File: config.mk
export PLATFORM = sky130hd
export DESIGN_NAME = ccd_vertical_pattern_combiner
export DESIGN_NICKNAME = d
export VERILOG_FILES = /design/src/inc/vcomb_pkg.sv /design/src/verilog/serial_reg_port.sv /design/src/verilog/group_wave.sv /design/src/verilog/ccd_vertical_pattern_combiner.sv
export SDC_FILE = /design/constraint.sdc
export NUM_CORES = 2
export LEC_CHECK = 0
export ABC_AREA = 1
export BUFFER_PORTS_ARGS = -buffer_cell sky130_fd_sc_hd__buf_2
export CAP_MARGIN = 20
export CORE_ASPECT_RATIO = 1.1
export CORE_MARGIN = 2
export CORE_UTILIZATION = 40
export CTS_BUF_LIST = sky130_fd_sc_hd__clkbuf_4 sky130_fd_sc_hd__clkbuf_8
export DETAILED_ROUTE_END_ITERATION = 16
export GPL_ROUTABILITY_DRIVEN = 1
export PLACE_DENSITY = 0.56
export SLEW_MARGIN = 20
export SYNTH_ARGS = -nofsm -noshare
export SYNTH_HDL_FRONTEND = slang
export SYNTH_HIERARCHICAL = 1
export SYNTH_SLANG_ARGS = --single-unit
export TNS_END_PERCENT = 50
File: constraint.sdc
create_clock -name clk -period 10.3 [get_ports clk]
set_clock_uncertainty 0.15 [all_clocks]
set_input_delay 3.09 -clock clk [delete_from_list [all_inputs] [get_ports clk]]
set_output_delay 3.09 -clock clk [all_outputs]
set_load 0.02 [all_outputs]
File: src/inc/vcomb_pkg.sv
// Constants and carriers for the vertical pattern combiner
// Functional notes
// RL1: Group D fifth toggle, gated by enable
// RL2: Address 0x20 bit 13 enters alternation
// RL3: Map enable routes hold words to selects
// RL4: Four 18-bit select words, one per segment bit
// RL5: Select pair 00/01/10/11 picks A/B/C/D
// RL6: Even lines use even pair, odd lines odd
// RL7: Bits 12:0 hold, 17:13 continue positions
// RL8: Select function only while alternation enabled
// RL9: First group A count gives segment count
// RL10: Software keeps four group lengths equal
// RL11: Insert bits 0/1/2 replace one A repetition
// RL12: Each output follows its selected group
// RL13: Software defaults all outputs to group A
// RL14: Merge field 0x01 joins sixteen toggles
// RL15: Merged toggles use group A timing only
// RL16: Software may reuse choices for unused groups
// RL17: Final repetition uses its own length
// RL18: Software sets final length equal normal length
// RL19: Odd and even lines use separate counts
// RL20: Group A supports 3- and 4-line cycles
// RL21: Software sets blanking mode 2 for alternation
// RL22: Software writes equal odd and even selects
// RL23: Segments start at bit 0, one per step
// RL24: Enabled fifth toggle applies to all outputs
package vcomb_pkg;
  localparam int PW       = 13;
  localparam int DW       = 26;
  localparam int ADR_W    = 8;
  localparam int NOUT     = 24;
  localparam int NGRP     = 4;
  localparam int NTG      = 5;
  localparam int TG4      = 4;
  localparam int NSLT     = 17;
  localparam int NHOLD    = 4;
  localparam int NREG     = 23;
  localparam int NPW      = 16;
  localparam int PAT_AW   = 4;
  localparam int SEL_W    = 18;
  localparam int SEG_W    = 5;
  localparam int CHO_W    = 3;
  localparam int GSEL_PER = 12;
  localparam int SER_BITS = 34;
  localparam logic [5:0] SER_LEN = 6'h22;
  localparam logic [5:0] SER_ONE = 6'h01;
  localparam logic [ADR_W-1:0] A_SEQ  = 8'h00;
  localparam logic [ADR_W-1:0] A_GRP0 = 8'h01;
  localparam logic [ADR_W-1:0] A_GRPN = 8'h17;
  localparam logic [ADR_W-1:0] A_MODE = 8'h20;
  localparam logic [ADR_W-1:0] A_PAT0 = 8'h40;
  localparam logic [ADR_W-1:0] A_PATN = 8'h4F;
  localparam int F_SPC   = 0;
  localparam int F_HOLD  = 4;
  localparam int F_LINES = 8;
  localparam int F_MERGE = 10;
  localparam int F_FINAL = 16;
  localparam int F_FIFTH = 20;
  localparam int B_ALT   = 13;
  localparam int B_MAP   = 14;
  localparam int B_POL   = 13;
  localparam int F_HI    = 13;
  localparam int F_TOG5  = 3;
  localparam int I_START  = 0;
  localparam int I_LEN    = 1;
  localparam int I_REP    = 2;
  localparam int I_CHO    = 3;
  localparam int I_STRIDE = 4;
  localparam int I_AREP34 = 16;
  localparam int I_HOLD0  = 17;
  localparam int I_GSEL0  = 21;
  localparam logic [3:0] MERGE_ON = 4'h1;
  localparam logic [12:0] ONE13 = 13'h0001;
  localparam logic [1:0] G_A = 2'h0;
  localparam logic [1:0] G_B = 2'h1;
  localparam logic [1:0] G_C = 2'h2;
  localparam logic [1:0] G_D = 2'h3;
  localparam logic [1:0] PH_LAST2 = 2'h1;
  localparam logic [1:0] PH_LAST3 = 2'h2;
  localparam logic [1:0] PH_LAST4 = 2'h3;
  localparam logic [1:0] PH_STEP  = 2'h1;

  typedef logic [NSLT-1:0][PW-1:0] tog_pos_t;
  typedef logic [NSLT-1:0]         tog_en_t;
  typedef enum {GW_IDLE, GW_WAIT, GW_RUN} gw_state_t;

  typedef struct packed {
    logic          wr;
    logic [ADR_W-1:0] addr;
    logic [DW-1:0] data;
  } ser_wr_t;

  typedef struct packed {
    logic [PW-1:0] start;
    logic          pol;
    logic [PW-1:0] len;
    logic [PW-1:0] last_len;
    logic          last_en;
    logic [PW-1:0] reps;
  } grp_cfg_t;

  typedef struct packed {
    gw_state_t     st;
    logic [PW-1:0] rep;
    logic [PW-1:0] rel;
    logic          wave;
  } gw_reg_t;

  typedef struct packed {
    logic                    sck_q;
    logic                    load_q;
    logic [5:0]              cnt;
    logic [SER_BITS-1:0]     sh;
    ser_wr_t                 wr;
  } ser_reg_t;

  typedef struct packed {
    logic [DW-1:0]            seq;
    logic [DW-1:0]            mode;
    logic [NREG-1:0][DW-1:0]  grp;
    logic [NPW-1:0][DW-1:0]   pat;
    logic [PW-1:0]            pix;
    logic [1:0]               phase;
    logic [NOUT-1:0]          vout;
    logic                     alt;
    logic                     merge;
    logic [SEG_W-1:0]         seg;
  } top_reg_t;
endpackage

File: src/verilog/serial_reg_port.sv
// Three-wire serial write port producing register write strobes
module serial_reg_port
  (
  input  wire logic              clk,
  input  wire logic              sys_rst,
  input  wire logic              ser_load_n,
  input  wire logic              ser_clk,
  input  wire logic              ser_data,
  output vcomb_pkg::ser_wr_t     wr
  );
  vcomb_pkg::ser_reg_t r_r;
  vcomb_pkg::ser_reg_t r_nxt;

  always_comb
  begin
    r_nxt = r_r;
    r_nxt.sck_q = ser_clk;
    r_nxt.load_q = ser_load_n;
    r_nxt.wr.wr = 1'b0;
    // Shift in on each rising serial clock, LSB first
    if (!ser_load_n && ser_clk && !r_r.sck_q)
    begin
      r_nxt.sh = {ser_data, r_r.sh[vcomb_pkg::SER_BITS-1:1]};
      if (r_r.cnt != vcomb_pkg::SER_LEN)
        r_nxt.cnt = r_r.cnt + vcomb_pkg::SER_ONE;
    end
    // Frame end: only a frame of full length or longer writes
    if (ser_load_n && !r_r.load_q)
    begin
      r_nxt.wr.wr = (r_r.cnt == vcomb_pkg::SER_LEN);
      r_nxt.wr.addr = r_r.sh[vcomb_pkg::ADR_W-1:0];
      r_nxt.wr.data = r_r.sh[vcomb_pkg::SER_BITS-1:vcomb_pkg::ADR_W];
      r_nxt.cnt = '0;
    end
  end

  always_ff @(posedge clk)
  begin
    if (sys_rst)
    begin
      r_r <= '0;
      r_r.load_q <= 1'b1;
    end
    else
      r_r <= r_nxt;
  end

  assign wr = r_r.wr;
endmodule // serial_reg_port

File: src/verilog/group_wave.sv
// One vertical pattern group engine: start, repeats, toggles
module group_wave
  (
  input  wire logic                  clk,
  input  wire logic                  sys_rst,
  input  wire logic                  line_start,
  input  wire logic [12:0]           pix,
  input  wire logic                  hold,
  input  vcomb_pkg::grp_cfg_t        cfg,
  input  vcomb_pkg::tog_pos_t        tog_pos,
  input  vcomb_pkg::tog_en_t         tog_en,
  output logic                       wave,
  output logic [12:0]                rep
  );
  vcomb_pkg::gw_reg_t r_r;
  vcomb_pkg::gw_reg_t r_nxt;
  logic [12:0]                cur_len;
  logic                       last_rep;
  logic [vcomb_pkg::NSLT-1:0] hit;

  assign last_rep = (r_r.rep == cfg.reps - vcomb_pkg::ONE13);
  assign cur_len  = (cfg.last_en && last_rep) ? cfg.last_len : cfg.len; // RL17

  for (genvar k = 0; k < vcomb_pkg::NSLT; k++)
  begin : g_hit
    assign hit[k] = tog_en[k] && (tog_pos[k] <= r_r.rel);
  end

  always_comb
  begin
    r_nxt = r_r;
    r_nxt.wave = (r_r.st == vcomb_pkg::GW_RUN) ? cfg.pol ^ (^hit) : cfg.pol;
    case (r_r.st)
      vcomb_pkg::GW_IDLE: ;
      vcomb_pkg::GW_WAIT:
        if (pix == cfg.start)
          r_nxt.st = (cfg.reps == '0) ? vcomb_pkg::GW_IDLE
                                      : vcomb_pkg::GW_RUN;
      vcomb_pkg::GW_RUN:
        if (!hold)
        begin
          if (r_r.rel == cur_len - vcomb_pkg::ONE13)
          begin
            r_nxt.rel = '0;
            r_nxt.rep = r_r.rep + vcomb_pkg::ONE13; // RL23
            if (last_rep)
              r_nxt.st = vcomb_pkg::GW_IDLE;
          end
          else
            r_nxt.rel = r_r.rel + vcomb_pkg::ONE13;
        end
      default: r_nxt.st = vcomb_pkg::GW_IDLE;
    endcase
    if (line_start)
    begin
      r_nxt.st = vcomb_pkg::GW_WAIT;
      r_nxt.rep = '0;
      r_nxt.rel = '0;
    end
  end

  always_ff @(posedge clk)
  begin
    if (sys_rst)
      r_r <= '0;
    else
      r_r <= r_nxt;
  end

  assign wave = r_r.wave;
  assign rep  = r_r.rep;
endmodule // group_wave

File: src/verilog/ccd_vertical_pattern_combiner.sv
// Vertical pattern combining: group routing, merge and alternation
module ccd_vertical_pattern_combiner
  (
  input  wire logic                        clk,
  input  wire logic                        sys_rst,
  input  wire logic                        ser_load_n,
  input  wire logic                        ser_clk,
  input  wire logic                        ser_data,
  input  wire logic                        line_start,
  input  wire logic                        line_odd,
  output logic [vcomb_pkg::NOUT-1:0]       vertical_out,
  output logic                             alt_mode_active,
  output logic                             merge_active,
  output logic [vcomb_pkg::SEG_W-1:0]      segment_index
  );
  vcomb_pkg::top_reg_t  r_r;
  vcomb_pkg::top_reg_t  r_nxt;
  vcomb_pkg::ser_wr_t   wr;
  vcomb_pkg::grp_cfg_t  [vcomb_pkg::NGRP-1:0] cfg;
  vcomb_pkg::tog_pos_t  [vcomb_pkg::NGRP-1:0] spos;
  vcomb_pkg::tog_en_t   [vcomb_pkg::NGRP-1:0] sen;
  logic [vcomb_pkg::NGRP-1:0][vcomb_pkg::NTG-1:0][12:0] gpos;
  logic [vcomb_pkg::NGRP-1:0][vcomb_pkg::NTG-1:0]       gen;
  logic [vcomb_pkg::NGRP-1:0]                           wave;
  logic [vcomb_pkg::NGRP-1:0][12:0]                     grep;
  logic [vcomb_pkg::NHOLD-1:0]                          in_hold;
  logic [vcomb_pkg::SEL_W-1:0]                          sel0;
  logic [vcomb_pkg::SEL_W-1:0]                          sel1;
  logic [vcomb_pkg::SEG_W-1:0]                          seg;
  logic [vcomb_pkg::CHO_W-1:0]                          spc;
  logic [12:0]                                          a_reps;
  logic [12:0]                                          ins_pt;
  logic [1:0]                                           a_ph;
  logic [1:0]                                           ph_last;
  logic [1:0]                                           code;
  logic [1:0]                                           src;
  logic                                                 alt_on;
  logic                                                 map_on;
  logic                                                 sel_on;
  logic                                                 merge_on;
  logic                                                 ins_hit;
  logic                                                 hold;

  // ------------------------------------------------------------
  // Register write port
  // ------------------------------------------------------------
  serial_reg_port u_ser
    (
    .clk        (clk),
    .sys_rst    (sys_rst),
    .ser_load_n (ser_load_n),
    .ser_clk    (ser_clk),
    .ser_data   (ser_data),
    .wr         (wr)
    );

  // ------------------------------------------------------------
  // Mode decode
  // ------------------------------------------------------------
  assign alt_on   = r_r.mode[vcomb_pkg::B_ALT]; // RL2
  assign map_on   = r_r.mode[vcomb_pkg::B_MAP];
  assign sel_on   = alt_on && map_on; // RL3 RL8
  assign merge_on = (r_r.seq[vcomb_pkg::F_MERGE +: 4]
                     == vcomb_pkg::MERGE_ON); // RL14
  assign spc      = r_r.mode[vcomb_pkg::F_SPC +: vcomb_pkg::CHO_W];
  assign seg      = grep[0][vcomb_pkg::SEG_W-1:0];

  // Select words live in the hold/continue words: 12:0 and 17:13
  assign sel0 = line_odd // RL6 RL7
    ? r_r.grp[vcomb_pkg::I_HOLD0+2][vcomb_pkg::SEL_W-1:0]
    : r_r.grp[vcomb_pkg::I_HOLD0][vcomb_pkg::SEL_W-1:0]; // RL4
  assign sel1 = line_odd
    ? r_r.grp[vcomb_pkg::I_HOLD0+3][vcomb_pkg::SEL_W-1:0]
    : r_r.grp[vcomb_pkg::I_HOLD0+1][vcomb_pkg::SEL_W-1:0];

  // Insertion point is group B's count for this line
  assign ins_pt = line_odd
    ? r_r.grp[vcomb_pkg::I_STRIDE+vcomb_pkg::I_REP][12:0]
    : r_r.grp[vcomb_pkg::I_STRIDE+vcomb_pkg::I_REP][vcomb_pkg::F_HI +: 13];
  assign ins_hit = (grep[0] == ins_pt);

  // ------------------------------------------------------------
  // Hold areas, disabled while alternation is enabled, with or without map
  // ------------------------------------------------------------
  for (genvar k = 0; k < vcomb_pkg::NHOLD; k++)
  begin : g_hold
    assign in_hold[k] = r_r.seq[vcomb_pkg::F_HOLD+k]
      && r_r.pix >= r_r.grp[vcomb_pkg::I_HOLD0+k][12:0]
      && r_r.pix < r_r.grp[vcomb_pkg::I_HOLD0+k][vcomb_pkg::F_HI +: 13];
  end
  assign hold = !alt_on && (|in_hold); // RL8

  // ------------------------------------------------------------
  // Per-group configuration and engines
  // ------------------------------------------------------------
  for (genvar g = 0; g < vcomb_pkg::NGRP; g++)
  begin : g_grp
    localparam int B = g * vcomb_pkg::I_STRIDE;
    logic [vcomb_pkg::PAT_AW-1:0] pw;
    logic [vcomb_pkg::PAT_AW-1:0] pw2;

    assign pw  = {r_r.grp[B+vcomb_pkg::I_CHO][vcomb_pkg::CHO_W-1:0], 1'b0};
    assign pw2 = {r_r.grp[B+vcomb_pkg::I_CHO][vcomb_pkg::CHO_W-1:0], 1'b1};
    assign gpos[g][0] = r_r.pat[pw][12:0];
    assign gpos[g][1] = r_r.pat[pw][vcomb_pkg::F_HI +: 13];
    assign gpos[g][2] = r_r.pat[pw2][12:0];
    assign gpos[g][3] = r_r.pat[pw2][vcomb_pkg::F_HI +: 13];
    assign gpos[g][4] = r_r.grp[B+vcomb_pkg::I_CHO][vcomb_pkg::F_TOG5 +: 13];
    assign gen[g] = {r_r.seq[vcomb_pkg::F_FIFTH+g],
                     {vcomb_pkg::TG4{1'b1}}}; // RL1 RL24

    assign cfg[g].start    = r_r.grp[B+vcomb_pkg::I_START][12:0];
    assign cfg[g].pol      = r_r.grp[B+vcomb_pkg::I_START][vcomb_pkg::B_POL];
    assign cfg[g].len      = r_r.grp[B+vcomb_pkg::I_LEN][12:0];
    assign cfg[g].last_len = r_r.grp[B+vcomb_pkg::I_LEN][vcomb_pkg::F_HI +: 13];
    assign cfg[g].last_en  = r_r.seq[vcomb_pkg::F_FINAL+g]; // RL17
    if (g == 0)
    begin : g_a
      assign cfg[g].reps = a_reps;
    end
    else
    begin : g_bcd
      assign cfg[g].reps = line_odd // RL19
        ? r_r.grp[B+vcomb_pkg::I_REP][12:0]
        : r_r.grp[B+vcomb_pkg::I_REP][vcomb_pkg::F_HI +: 13];
    end

    group_wave u_wave
      (
      .clk        (clk),
      .sys_rst    (sys_rst),
      .line_start (line_start),
      .pix        (r_r.pix),
      .hold       (hold),
      .cfg        (cfg[g]),
      .tog_pos    (spos[g]),
      .tog_en     (sen[g]),
      .wave       (wave[g]),
      .rep        (grep[g])
      );
  end

  // ------------------------------------------------------------
  // Group A sourcing: counts, segment codes, insertion, merge
  // ------------------------------------------------------------
  always_comb
  begin
    a_ph = (r_r.seq[vcomb_pkg::F_LINES +: 2] == '0)
           ? {1'b0, !line_odd} : r_r.phase; // RL19
    case (r_r.seq[vcomb_pkg::F_LINES +: 2])
      2'h0:    ph_last = vcomb_pkg::PH_LAST2;
      2'h1:    ph_last = vcomb_pkg::PH_LAST3;
      default: ph_last = vcomb_pkg::PH_LAST4; // RL20
    endcase
    case (a_ph)
      2'h0:    a_reps = r_r.grp[vcomb_pkg::I_REP][12:0];
      2'h1:    a_reps = r_r.grp[vcomb_pkg::I_REP][vcomb_pkg::F_HI +: 13];
      2'h2:    a_reps = r_r.grp[vcomb_pkg::I_AREP34][12:0]; // RL20
      default: a_reps = r_r.grp[vcomb_pkg::I_AREP34][vcomb_pkg::F_HI +: 13];
    endcase
    if (sel_on)
      a_reps = r_r.grp[vcomb_pkg::I_REP][12:0]; // RL9
    code = (grep[0] < vcomb_pkg::SEL_W) ? {sel0[seg], sel1[seg]}
                                         : vcomb_pkg::G_A; // RL5 RL23
    if (sel_on)
      src = code;
    else if (ins_hit && spc[0]) // RL11
      src = vcomb_pkg::G_B;
    else if (ins_hit && spc[1])
      src = vcomb_pkg::G_C;
    else if (ins_hit && spc[2])
      src = vcomb_pkg::G_D;
    else
      src = vcomb_pkg::G_A;
    spos = '0;
    sen = '0;
    for (int g = 1; g < vcomb_pkg::NGRP; g++)
    begin
      spos[g][vcomb_pkg::NTG-1:0] = gpos[g];
      sen[g][vcomb_pkg::NTG-1:0] = gen[g];
    end
    if (merge_on && !alt_on)
    begin
      for (int g = 0; g < vcomb_pkg::NGRP; g++)
      begin
        spos[0][g*vcomb_pkg::TG4 +: vcomb_pkg::TG4]
          = gpos[g][vcomb_pkg::TG4-1:0]; // RL14
        sen[0][g*vcomb_pkg::TG4 +: vcomb_pkg::TG4] = '1;
      end
      spos[0][vcomb_pkg::NSLT-1] = gpos[0][vcomb_pkg::NTG-1];
      sen[0][vcomb_pkg::NSLT-1] = gen[0][vcomb_pkg::NTG-1];
    end
    else
    begin
      spos[0][vcomb_pkg::NTG-1:0] = gpos[src];
      sen[0][vcomb_pkg::NTG-1:0] = gen[src];
    end
  end

  // ------------------------------------------------------------
  // State update
  // ------------------------------------------------------------
  always_comb
  begin
    logic [1:0] gs;
    gs = vcomb_pkg::G_A;
    r_nxt = r_r;
    if (wr.wr)
    begin
      if (wr.addr == vcomb_pkg::A_SEQ)
        r_nxt.seq = wr.data;
      else if (wr.addr == vcomb_pkg::A_MODE)
        r_nxt.mode = wr.data; // RL2
      else if (wr.addr >= vcomb_pkg::A_GRP0 && wr.addr <= vcomb_pkg::A_GRPN)
        r_nxt.grp[wr.addr - vcomb_pkg::A_GRP0] = wr.data;
      else if (wr.addr >= vcomb_pkg::A_PAT0 && wr.addr <= vcomb_pkg::A_PATN)
        r_nxt.pat[wr.addr[vcomb_pkg::PAT_AW-1:0]] = wr.data;
    end
    r_nxt.pix = line_start ? '0 : r_r.pix + vcomb_pkg::ONE13;
    if (line_start)
      r_nxt.phase = (r_r.phase >= ph_last) ? '0
                    : r_r.phase + vcomb_pkg::PH_STEP; // RL20
    for (int o = 0; o < vcomb_pkg::NOUT; o++)
    begin
      gs = r_r.grp[vcomb_pkg::I_GSEL0 + o / vcomb_pkg::GSEL_PER]
                  [(o % vcomb_pkg::GSEL_PER) * 2 +: 2];
      r_nxt.vout[o] = (merge_on || alt_on) ? wave[0] : wave[gs]; // RL12 RL15
    end
    r_nxt.alt = sel_on;
    r_nxt.merge = merge_on && !alt_on;
    r_nxt.seg = seg;
  end

  always_ff @(posedge clk)
  begin
    if (sys_rst)
      r_r <= '0;
    else
      r_r <= r_nxt;
  end

  assign vertical_out    = r_r.vout;
  assign alt_mode_active = r_r.alt;
  assign merge_active    = r_r.merge;
  assign segment_index   = r_r.seg;
endmodule // ccd_vertical_pattern_combiner

==> impl_metrics.tcl <==
set metrics [dict create \
    cts-buffers-inserted 203 \
    drv_slew 0 \
    slew_headroom 0.198 \
    critPathMaxFanout 25 \
    viasPerCell 5.53 \
    syn-cell-area_um2 92400 \
    arrival_ns 9.29 \
    grt_start_max_net_pins 201 \
    overflow 0 \
    fillerInstances 24500 \
    clock_path_buffers 3 \
    drive_above_1_share 0.0660 \
    antenna_left 0 \
    cts_tree "yes" \
    crit_family "simple AND/OR/NAND/NOR gates" \
    worst-path-buf-inv 5 \
    post_drt_wl_per_cell_um 21.9 \
    place_inst 17100 \
    cap_violations 0 \
    place_congestion 0.962 \
    seqCellArea_um2 23700 \
    slowest_delay_ns 0.57 \
    firstDrtPassIters 8 \
    path_class "in2reg" \
    post_cts_buffers 0 \
    die-width_um 462 \
    synthCells 14200 \
    fin_tns_setup_ns 0 \
    grt_first_pass_wirelength_mm 564 \
    numPortBuffers 37 \
    nNetsFinal 15300 \
    start_kind "primary input" \
    finalNonFillerCells 17500 \
    clock-sinks 1184 \
    crit_required_ns 11.00 \
    tightest_slew_ns 1.19 \
    dp_hpwl_mm 250 \
    fin_area_um2 101000 \
    path_clk_slew_ns 0.07 \
    hold_slack_ns 0.282 \
    clock_latency_ns 1.03 \
    p_leak_nw 43.4 \
    syn_area_per_cell_um2 6.52 \
    multi_input_area_um2 61600 \
    fp.dieH_um 508 \
    grt_pass1_vias 86800 \
    ys_warn_count 6 \
    cts-resized-gates 0 \
    final_common_cell "o21ai_0" \
    rsz0062_at_grt "no" \
    period_share 0.834 \
    io_pins 38 \
    fin_crit_ns 8.59 \
    drc 0 \
    track_usage 0.314 \
    setup_viol 0 \
    rows 185 \
    max_freq_mhz 116 \
    p_per_area_nw_per_um2 99.6 \
    hold_class "reg2reg" \
    syn_to_final_growth_pct 9.62 \
    initial_core_util 0.401 \
    final_cell_mix "2,415 x o21ai_0, 2,319 x nand2_1, 2,123 x a21oi_1" \
    vias 96800 \
    placed_cell_area_um2 96600 \
    cts_htree_levels 4 \
    end_kind "flop" \
    root_buffer "clkbuf_8" \
    die_area_um2 235000 \
    status "complete, no violations" \
    antenna_found_initial 16 \
    peakVddDrop_mv 0.0894 \
    finalHoldViolations 0 \
    core_area_um2 230000 \
    finalWirelength_mm 383 \
    crit_top_cell "nand2_1" \
    drt_iter0_drc 10200 \
    crit_slowest_cell "o21ai_1" \
    postCtsHoldBufs 0 \
]
## worst reg2reg max path, cell delays in order (launching register included)
cell       delay, ns
dfxtp_4         0.70
buf_4           0.75
buf_4           0.80
o21ai_0         0.21
nand2_1         0.11
inv_1           0.04
o21ai_0         0.73
ha_1            0.41
a21oi_1         0.12
o21ai_0         0.09
a21oi_1         0.13
nor2_1          0.05
o21ai_0         0.17
o2111ai_1       0.12
nand2_1         0.08
nand2_1         0.06
xnor2_1         0.32
xor2_1          0.55
nand2_1         0.15
nand3b_1        0.16
nand3_1         0.47
nand2_1         0.20
nand2_1         0.07
nor2_1          0.40
## state kept, by name, summed over array words and instances (netlist names)
register,count
alt_mode_active,1
alt_on,1
cfg,164
g_grp.pw,12
g_grp.u_wave/r_r,60
g_grp.u_wave/rep,52
g_grp.u_wave/wave,4
gen,4
gpos,52
map_on,1
merge_active,1
r_r,726
segment_index,5
u_ser/r_r,42
u_ser/wr,35
vertical_out,24
## final cells by class
class,instances,share of cell area
Multi-Input combinational cell,11200,0.608
Sequential cell,1184,0.234
Clock inverter,57,0.00637
Tap cell,3085,0.0381
Timing Repair Buffer,278,0.0223
Inverter,1398,0.0523
Clock buffer,313,0.0389
Antenna cell,8,0.000198
## metrics by stage
step | utilization | worst slack (ns) | power, mW
CTS | 0.439 | 1.80 | 10.2
floorplan | - | 2.44 | 5.11
global placement | 0.419 | 0.792 | 5.24
global route | 0.440 | 0.958 | 10.4
finish | 0.440 | 1.71 | 10.1
detailed placement | 0.419 | 0.722 | 5.24
## where the power goes
group,leakage [nW],internal [mW],switching (mW)
Sequential,9.55,4.59,0.0161
Clock,2.42,2.69,2.24
Combinational,31.4,0.177,0.384
## path summary, 6_finish.rpt
check / cells past startpoint / endpoint / startpoint / slack, ns
min reg2reg: 2 / u_ser/r_r[61] / u_ser/r_r[62] / 0.28
min: 2 / u_ser/r_r[61] / u_ser/r_r[62] / 0.28
max reg2reg: 23 / g_grp[3].u_wave/wave / g_grp[3].pw[1] / 3.06
max: 31 / g_grp[0].u_wave/r_r[3] / line_odd / 1.71
## layer usage
metal,routed length (µm),vias to the layer above,GRT usage
li1,-,47900,-
met4,20100,8,0.152
met1,161000,43900,0.406
met2,168000,4195,0.503
met5,200,-,0
met3,33800,846,0.0545
Note: power is estimated with default switching activity, not from simulation.
